### src/hw/ldsc_pkg.sv
`default_nettype none
package ldsc_pkg;
  // register byte addresses
  localparam logic [7:0] LDSC_CTRL_ADDR   = 8'h20;
  localparam logic [7:0] LDSC_STATUS_ADDR = 8'h24;
  localparam logic [7:0] LDSC_MASK_ADDR   = 8'h28;
  localparam logic [7:0] LDSC_TEST_ADDR   = 8'h2C;
  // control fields
  localparam int         LDSC_FORCE_OFF_BIT = 0;
  localparam int         LDSC_MODE_LSB      = 1;
  localparam int         LDSC_MODE_W        = 3;
  localparam logic [2:0] LDSC_MODE_CAL      = 3'h2;
  localparam logic [7:0] LDSC_CTRL_RESET    = 8'h01;
  // status bits
  localparam int         LDSC_ST_W          = 3;
  localparam int         LDSC_ST_LEAK       = 0;
  localparam int         LDSC_ST_SELFTEST   = 1;
  localparam int         LDSC_ST_TEST_DONE  = 2;
  // timing
  localparam int         LDSC_CLK_HZ        = 25000000;
  localparam int         LDSC_PULSE_NS      = 200;
  localparam int         LDSC_PERIOD_NS     = 1000;
  localparam int         LDSC_PULSE_CYC     = (LDSC_PULSE_NS * (LDSC_CLK_HZ / 1000000) + 999) / 1000;
  localparam int         LDSC_PERIOD_CYC    = (LDSC_PERIOD_NS * (LDSC_CLK_HZ / 1000000)) / 1000;
  localparam int         LDSC_TEST_US       = 1000;
  localparam int         LDSC_TEST_CYC      = LDSC_TEST_US * (LDSC_CLK_HZ / 1000000);
  localparam int         LDSC_SETTLE_CYC    = 4;
  localparam int         LDSC_CNT_W         = 24;

  typedef enum logic [1:0] {
    LDSC_ST_IDLE   = 2'b00,
    LDSC_ST_DARK   = 2'b01,
    LDSC_ST_PROBE  = 2'b10,
    LDSC_ST_FAULT  = 2'b11
  } ldsc_state_t;
endpackage : ldsc_pkg
`default_nettype wire

### src/hw/ldsc_top.sv
`timescale 1ns/1ps
`default_nettype none
module ldsc_top #(
  parameter int TEST_CYC = ldsc_pkg::LDSC_TEST_CYC
) (
  // clock and reset
  input  wire logic        pclk,
  input  wire logic        presetn,
  // apb slave
  input  wire logic        psel,
  input  wire logic        penable,
  input  wire logic        pwrite,
  input  wire logic [7:0]  paddr,
  input  wire logic [31:0] pwdata,
  input  wire logic [3:0]  pstrb,
  output logic      [31:0] prdata,
  output logic             pready,
  output logic             pslverr,
  // laser analog front end
  input  wire logic        cathode_leak,
  input  wire logic        cathode_low,
  output logic             laser_current_node,
  output logic             continuous_drive,
  output logic             cathode_probe,
  output logic             supply_switch_n,
  // interrupt
  output logic             irq
);
  // register state
  logic [7:0]                   ctrl_reg;
  logic [ldsc_pkg::LDSC_ST_W-1:0] status_reg;
  logic [ldsc_pkg::LDSC_ST_W-1:0] mask_reg;
  logic                         fault_reg;
  logic [31:0]                  prdata_reg;
  logic                         pready_reg;
  logic                         pslverr_reg;
  logic                         drive_reg;
  logic                         cw_reg;
  logic                         probe_reg;
  logic                         switch_n_reg;
  logic                         irq_reg;

  // apb decode
  wire setup   = psel && !penable;
  wire access  = psel && penable && pready_reg;
  wire wr      = access && pwrite;
  wire hit_ctl = (paddr == ldsc_pkg::LDSC_CTRL_ADDR);
  wire hit_st  = (paddr == ldsc_pkg::LDSC_STATUS_ADDR);
  wire hit_msk = (paddr == ldsc_pkg::LDSC_MASK_ADDR);
  wire hit_tst = (paddr == ldsc_pkg::LDSC_TEST_ADDR);
  wire mapped  = hit_ctl || hit_st || hit_msk || hit_tst;
  wire wr_ctl  = wr && hit_ctl && pstrb[0];
  wire wr_st   = wr && hit_st && pstrb[0];
  wire wr_msk  = wr && hit_msk && pstrb[0];
  wire kick    = wr && hit_tst && pstrb[0] && pwdata[0];

  // control decode
  wire [2:0] mode      = ctrl_reg[ldsc_pkg::LDSC_MODE_LSB +: ldsc_pkg::LDSC_MODE_W];
  wire       force_off = ctrl_reg[ldsc_pkg::LDSC_FORCE_OFF_BIT];
  wire       cal_mode  = (mode == ldsc_pkg::LDSC_MODE_CAL);

  // self-test engine
  logic st_dark;
  logic st_probe;
  logic st_fail;
  logic st_done;
  ldsc_self_test #(.TEST_CYC(TEST_CYC)) u_test (
    .pclk        (pclk),
    .presetn     (presetn),
    .enable      (!fault_reg),
    .kick        (kick),
    .cathode_low (cathode_low),
    .dark        (st_dark),
    .probe_gnd   (st_probe),
    .fail        (st_fail),
    .done        (st_done)
  );

  // pulse train
  logic pulse;
  ldsc_pulse_gen u_pulse (
    .pclk    (pclk),
    .presetn (presetn),
    .run     (!force_off && !cal_mode),
    .pulse   (pulse)
  );

  // leakage only counts while the probe is not grounding the node itself
  wire leak_evt  = cathode_leak && !st_probe;
  wire fault_set = leak_evt || st_fail;
  wire fault_now = fault_reg || fault_set;

  wire drive_ok   = !force_off && !fault_now && !st_dark;
  wire drive_next = drive_ok && (cal_mode || pulse);
  wire [ldsc_pkg::LDSC_ST_W-1:0] evt = {st_done, st_fail, leak_evt};
  wire [ldsc_pkg::LDSC_ST_W-1:0] status_next =
    (status_reg & ~(wr_st ? pwdata[ldsc_pkg::LDSC_ST_W-1:0] : '0)) | evt;

  function automatic logic [31:0] rd_mux(input logic [7:0] a);
    rd_mux = 32'h0000_0000;
    if (a == ldsc_pkg::LDSC_CTRL_ADDR) rd_mux = {24'h000000, ctrl_reg};
    if (a == ldsc_pkg::LDSC_STATUS_ADDR) rd_mux = {29'h0, status_reg};
    if (a == ldsc_pkg::LDSC_MASK_ADDR) rd_mux = {29'h0, mask_reg};
    if (a == ldsc_pkg::LDSC_TEST_ADDR) rd_mux = {31'h0, st_dark};
  endfunction : rd_mux

  // apb: no wait states, read data captured in setup
  always_ff @(posedge pclk or negedge presetn) begin
    if (!presetn) begin
      pready_reg  <= 1'b0;
      pslverr_reg <= 1'b0;
      prdata_reg  <= 32'h0000_0000;
    end else begin
      pready_reg  <= setup;
      pslverr_reg <= setup && !mapped;
      prdata_reg  <= (setup && !pwrite) ? rd_mux(paddr) : 32'h0000_0000;
    end
  end

  always_ff @(posedge pclk or negedge presetn) begin
    if (!presetn) begin
      ctrl_reg   <= ldsc_pkg::LDSC_CTRL_RESET;
      mask_reg   <= '0;
      status_reg <= '0;
    end else begin
      if (wr_ctl) begin
        ctrl_reg <= pwdata[7:0];
      end
      if (wr_msk) begin
        mask_reg <= pwdata[ldsc_pkg::LDSC_ST_W-1:0];
      end
      status_reg <= status_next;
    end
  end

  // fault stays latched until reset
  always_ff @(posedge pclk or negedge presetn) begin
    if (!presetn) begin
      fault_reg <= 1'b0;
    end else if (fault_set) begin
      fault_reg <= 1'b1;
    end
  end

  // laser outputs, all registered
  always_ff @(posedge pclk or negedge presetn) begin
    if (!presetn) begin
      drive_reg    <= 1'b0;
      cw_reg       <= 1'b0;
      probe_reg    <= 1'b0;
      switch_n_reg <= 1'b1;
      irq_reg      <= 1'b0;
    end else begin
      drive_reg    <= drive_next;
      cw_reg       <= drive_ok && cal_mode;
      probe_reg    <= st_probe;
      switch_n_reg <= fault_now || st_dark;
      irq_reg      <= |(status_next & mask_reg);
    end
  end

  assign prdata             = prdata_reg;
  assign pready             = pready_reg;
  assign pslverr            = pslverr_reg;
  assign laser_current_node = drive_reg;
  assign continuous_drive   = cw_reg;
  assign cathode_probe      = probe_reg;
  assign supply_switch_n    = switch_n_reg;
  assign irq                = irq_reg;
endmodule : ldsc_top
`default_nettype wire

### src/hw/ldsc_pulse_gen.sv
`timescale 1ns/1ps
`default_nettype none
module ldsc_pulse_gen (
  // clock and reset
  input  wire logic pclk,
  input  wire logic presetn,
  // control
  input  wire logic run,
  // pulse train
  output logic      pulse
);
  logic [7:0] cnt_reg;
  wire        wrap = (cnt_reg == 8'(ldsc_pkg::LDSC_PERIOD_CYC - 1));

  always_ff @(posedge pclk or negedge presetn) begin
    if (!presetn) begin
      cnt_reg <= 8'h00;
    end else if (!run || wrap) begin
      cnt_reg <= 8'h00;
    end else begin
      cnt_reg <= cnt_reg + 8'h01;
    end
  end

  assign pulse = run && (cnt_reg < 8'(ldsc_pkg::LDSC_PULSE_CYC));
endmodule : ldsc_pulse_gen
`default_nettype wire

### src/hw/ldsc_self_test.sv
`timescale 1ns/1ps
`default_nettype none
module ldsc_self_test #(
  parameter int TEST_CYC = ldsc_pkg::LDSC_TEST_CYC
) (
  // clock and reset
  input  wire logic pclk,
  input  wire logic presetn,
  // control
  input  wire logic enable,
  input  wire logic kick,
  input  wire logic cathode_low,
  // results
  output logic      dark,
  output logic      probe_gnd,
  output logic      fail,
  output logic      done
);
  ldsc_pkg::ldsc_state_t state_reg, state_next;
  logic [ldsc_pkg::LDSC_CNT_W-1:0] cnt_reg, cnt_next;

  wire timer_hit  = (cnt_reg == ldsc_pkg::LDSC_CNT_W'(TEST_CYC - 1));
  wire settle_hit = (cnt_reg == ldsc_pkg::LDSC_CNT_W'(ldsc_pkg::LDSC_SETTLE_CYC - 1));

  always_comb begin
    state_next = state_reg;
    cnt_next   = cnt_reg + 1'b1;
    fail       = 1'b0;
    done       = 1'b0;
    case (state_reg)
      ldsc_pkg::LDSC_ST_IDLE: begin
        if (!enable) begin
          cnt_next = '0;
        end else if (timer_hit || kick) begin
          state_next = ldsc_pkg::LDSC_ST_DARK;
          cnt_next   = '0;
        end
      end
      ldsc_pkg::LDSC_ST_DARK: begin
        if (settle_hit) begin
          state_next = ldsc_pkg::LDSC_ST_PROBE;
          cnt_next   = '0;
        end
      end
      ldsc_pkg::LDSC_ST_PROBE: begin
        if (settle_hit) begin
          // node held up by a rail: the probe could not pull it down
          fail       = !cathode_low;
          done       = 1'b1;
          state_next = ldsc_pkg::LDSC_ST_IDLE;
          cnt_next   = '0;
        end
      end
      default: begin
        state_next = ldsc_pkg::LDSC_ST_IDLE;
        cnt_next   = '0;
      end
    endcase
  end

  always_ff @(posedge pclk or negedge presetn) begin
    if (!presetn) begin
      state_reg <= ldsc_pkg::LDSC_ST_IDLE;
      cnt_reg   <= '0;
    end else begin
      state_reg <= state_next;
      cnt_reg   <= cnt_next;
    end
  end

  assign dark      = (state_reg != ldsc_pkg::LDSC_ST_IDLE);
  assign probe_gnd = (state_reg == ldsc_pkg::LDSC_ST_PROBE);
endmodule : ldsc_self_test
`default_nettype wire

### config.mk
export PLATFORM = sky130hd
export DESIGN_NAME = ldsc_top
export DESIGN_NICKNAME = d
export VERILOG_FILES = /design/src/hw/ldsc_pkg.sv /design/src/hw/ldsc_top.sv /design/src/hw/ldsc_pulse_gen.sv /design/src/hw/ldsc_self_test.sv
export SDC_FILE = /design/constraint.sdc
export NUM_CORES = 1
export LEC_CHECK = 0
export ABC_AREA = 1
export BUFFER_PORTS_ARGS = -buffer_cell sky130_fd_sc_hd__buf_2
export CAP_MARGIN = 5
export CORE_MARGIN = 3
export CORE_UTILIZATION = 58
export CTS_CLUSTER_DIAMETER = 60
export DETAILED_ROUTE_END_ITERATION = 10
export PLACE_DENSITY = 0.86
export SKIP_CTS_REPAIR_TIMING = 1
export SLEW_MARGIN = 10
export SYNTH_ARGS = -nofsm -noshare
export SYNTH_HDL_FRONTEND = slang
export SYNTH_HIERARCHICAL = 1
export SYNTH_SLANG_ARGS = --single-unit
### constraint.sdc
create_clock -name pclk -period 2.9 [get_ports pclk]
set_clock_uncertainty 0.15 [all_clocks]
set_input_delay 0.58 -clock pclk [delete_from_list [all_inputs] [get_ports pclk]]
set_output_delay 0.58 -clock pclk [all_outputs]
set_load 0.05 [all_outputs]
==> results.cfg <==
[status]
outcome = completed

[routing]
drc_errors = 0
wl_per_cell_microns = 12.75
routed_wl_mm = 7.686
drtPass1Iterations = 5
vias = 3059
routed_via_density = 5.073
drtIter0Drc = 280
ant_nets = 0

[global_routing]
grt-busiest-layer = met2
grt_first_pass_wirelength_mm = 13.43
grt-ovfl-total = 0
use_met3_pct = 6.311
grt_util_met1_pct = 27.30
grt_use_total_pct = 23.14
antenna_found_initial = 0
grt_pass1_vias = 3072
grt_max_degree = 35
met2_usage_pct = 39.83

[pwr]
powerDensity_nw_per_um2 = 567.3
swShare_pct = 28.72
switchingPower_mw = 0.6654
power_frac_comb_pct = 15.7
p_seq_share_pct = 43.6
ir_drop_mv = 0.4355
intPower_mw = 1.651
leakage_nw = 2.051
clkPwrFrac_pct = 40.6

[layout]
antenna_cells = 0
fin_util_pct = 67.77
nets = 582
final_area_sq_um = 4084
area_growth_pct = 11.63
largest_reg_flops = 24
drive_gt1_share_pct = 16.29

[die]
start_util_pct = 60.71
dieHeight_microns = 85.42
core_sq_um = 6026
die_w_microns = 85.42
pin_count = 90
dieArea_sq_um = 7297
fp-row-count = 28

[timing]
finalCriticalPeriod_ns = 2.417
worst-slew-pin-transition_ns = 0.7351
setup_viol = 0
clock.fmax_mhz = 413.8
hold_viol_final = 0
rsz0062_at_grt = false
fin_setup_tns_ns = 0
slew_headroom_pct = 51.00
finalHoldWorstSlack_ns = 0.1487
slew_violations = 0
period_share_pct = 83.33

[clock_network]
cts_tree = built
insertion_delay_ns = 0.34
cts.clk_slew.worst_paths_ns = 0.07
cts_root_buffer = clkbuf_8
htreeDepth = 3
numCtsBuffers = 9
cts_sinks = 64
cts_buffer_depth = 2

[critical_path]
critPathLaunchType = flop
cp.arrival_ns = 2.46
worst_setup_path_end_kind = flop
path_class = flop to flop
rrSetupSlack_ns = 0.48
r2r-end = continuous_drive
critical_path_required_ns = 2.95
regToRegStartpoint = u_test/cnt_reg[0]
path_max_fanout = 4
worstRegToRegCells = 11

[placed_design]
hpwlAfterDp_mm = 5.527
placed_cell_area_sq_um = 3839
portBuffers = 38
gp_congestion = 0.9247

[synthesis]
syn_inst = 476
synth_seq_cells = 64
ys_seq_area_share_pct = 43.84
synth_top_area_share_pct = 42.41
synthTopCellsByArea = dfrtp_1, nand2_1, nor2_1, inv_1, buf_4
yosysTopAreaCell = dfrtp_1
yosys_warnings = 6
synth_cell_types = 31
syn_avg_cell_area_sq_um = 7.686
syn-cell-area_sq_um = 3659

[run]
maxCapViolCount = 0

[hold_path]
min_path_type = primary input to async pin
## how the worst max path moves through the flow
stage / slack (ns) / start / cells past startpoint / endpoint
3_3_place_gp: 0.56 / paddr[7] / 11 / u_test/cnt_reg[21]
6_report: 0.48 / u_test/cnt_reg[0] / 11 / continuous_drive
2_1_floorplan: 0.93 / paddr[5] / 12 / u_test/cnt_reg[15]
3_5_place_dp: 0.44 / paddr[7] / 11 / u_test/cnt_reg[12]
4_1_cts: 0.51 / u_test/cnt_reg[0] / 11 / continuous_drive
5_1_grt: 0.34 / u_test/cnt_reg[0] / 11 / continuous_drive
## critical path: stages (launching register included)
cell and delay, ns:
dfrtp_1 0.41, ha_1 0.25, inv_1 0.06, nor2_1 0.04
nand2_1 0.06, nor2_1 0.04, nand3_1 0.15, nor3_1 0.09
a21oi_1 0.17, nand3_1 0.18, or2_2 0.33, nor4_1 0.33
## per-stage QoR
stage | std cells | worst slack (ns) | total power [mW]
finish | 603 | 0.4833 | 2.317
global route | 603 | 0.3373 | 2.432
CTS | 603 | 0.5058 | 2.331
detailed placement | 587 | 0.4372 | 1.385
global placement | 587 | 0.5623 | 1.357
floorplan | 499 | 0.9320 | 1.315
## metal layers
metal / wire length (microns) / part of all wire, %
met1: 3118 / 41
met2: 3926 / 51
met5: 0 / 0
met4: 195 / 2.5
met3: 446 / 5.8
## cells by family after synthesis
| group | synth area share, % |
|---|---|
| xor gates and xnor gates | 4.309 |
| buffers and inverters | 13.10 |
| adders and majority gates | 2.736 |
| AOI/OAI and AO/OA | 2.154 |
| other | 0.1025 |
| DFF | 43.84 |
| and+or+nand+nor | 33.76 |
## power groups by stage
| stage | clock network, mW | registers [mW] | logic [mW] |
|---|---|---|---|
| floorplan | 0 | 1.01 | 0.301 |
| global placement | 0 | 1.02 | 0.339 |
| detailed placement | 0 | 1.02 | 0.364 |
| CTS | 0.957 | 1.01 | 0.365 |
| global route | 0.998 | 1.02 | 0.415 |
| finish | 0.941 | 1.01 | 0.365 |
## Yosys cell counts
cell type	count
a21oi_1	1
and2_1	1
buf_2	2
buf_4	24
buf_6	2
conb_1	1
dfrtp_1	62
dfstp_2	2
ha_1	8
inv_1	68
inv_2	3
nand2_1	107
nand2_2	5
nand2_4	2
nand3_1	33
nand3_2	3
nand3b_1	5
nand4_1	6
nor2_1	82
nor2_2	7
nor2_4	3
nor3_1	13
nor4_1	2
nor4_4	1
o211ai_1	1
o21ai_0	5
o21ai_1	5
o21ai_4	1
or2_2	3
xnor2_1	6
xor2_1	12
## layout make-up
class,count,area (sq um)
sequential,64,1604
multi-input combinational,336,1662
clock inverter,5,103.9
tap,75,93.84
timing repair buffer,41,212.7
fill,488,1942
inverter,71,266.5
clock buffer,11,141.4
## cells in the final DEF (no fill, tap or decap), types with 2 or more instances in the layout
| cell | Yosys | layout |
|---|---|---|
| xnor2_1 | 6 | 6 |
| nand3_1 | 33 | 33 |
| nand2_1 | 107 | 107 |
| inv_1 | 68 | 68 |
| ha_1 | 8 | 8 |
| nand3b_1 | 5 | 5 |
| nand2_4 | 2 | 2 |
| nand3_2 | 3 | 3 |
| nor4_1 | 2 | 2 |
| buf_2 | 2 | 38 |
| buf_4 | 24 | 3 |
| nor2_2 | 7 | 7 |
| or2_2 | 3 | 3 |
| dfstp_2 | 2 | 2 |
| xor2_1 | 12 | 12 |
| o21ai_1 | 5 | 5 |
| clkbuf_8 | 0 | 10 |
| dfrtp_1 | 62 | 62 |
| bufinv_16 | 0 | 3 |
| conb_1 | 1 | 24 |
| inv_2 | 3 | 3 |
| nand2_2 | 5 | 5 |
| nor2_4 | 3 | 3 |
| nand4_1 | 6 | 6 |
| nor3_1 | 13 | 13 |
| o21ai_0 | 5 | 5 |
| nor2_1 | 82 | 82 |
(Power assumes the default switching activity.)
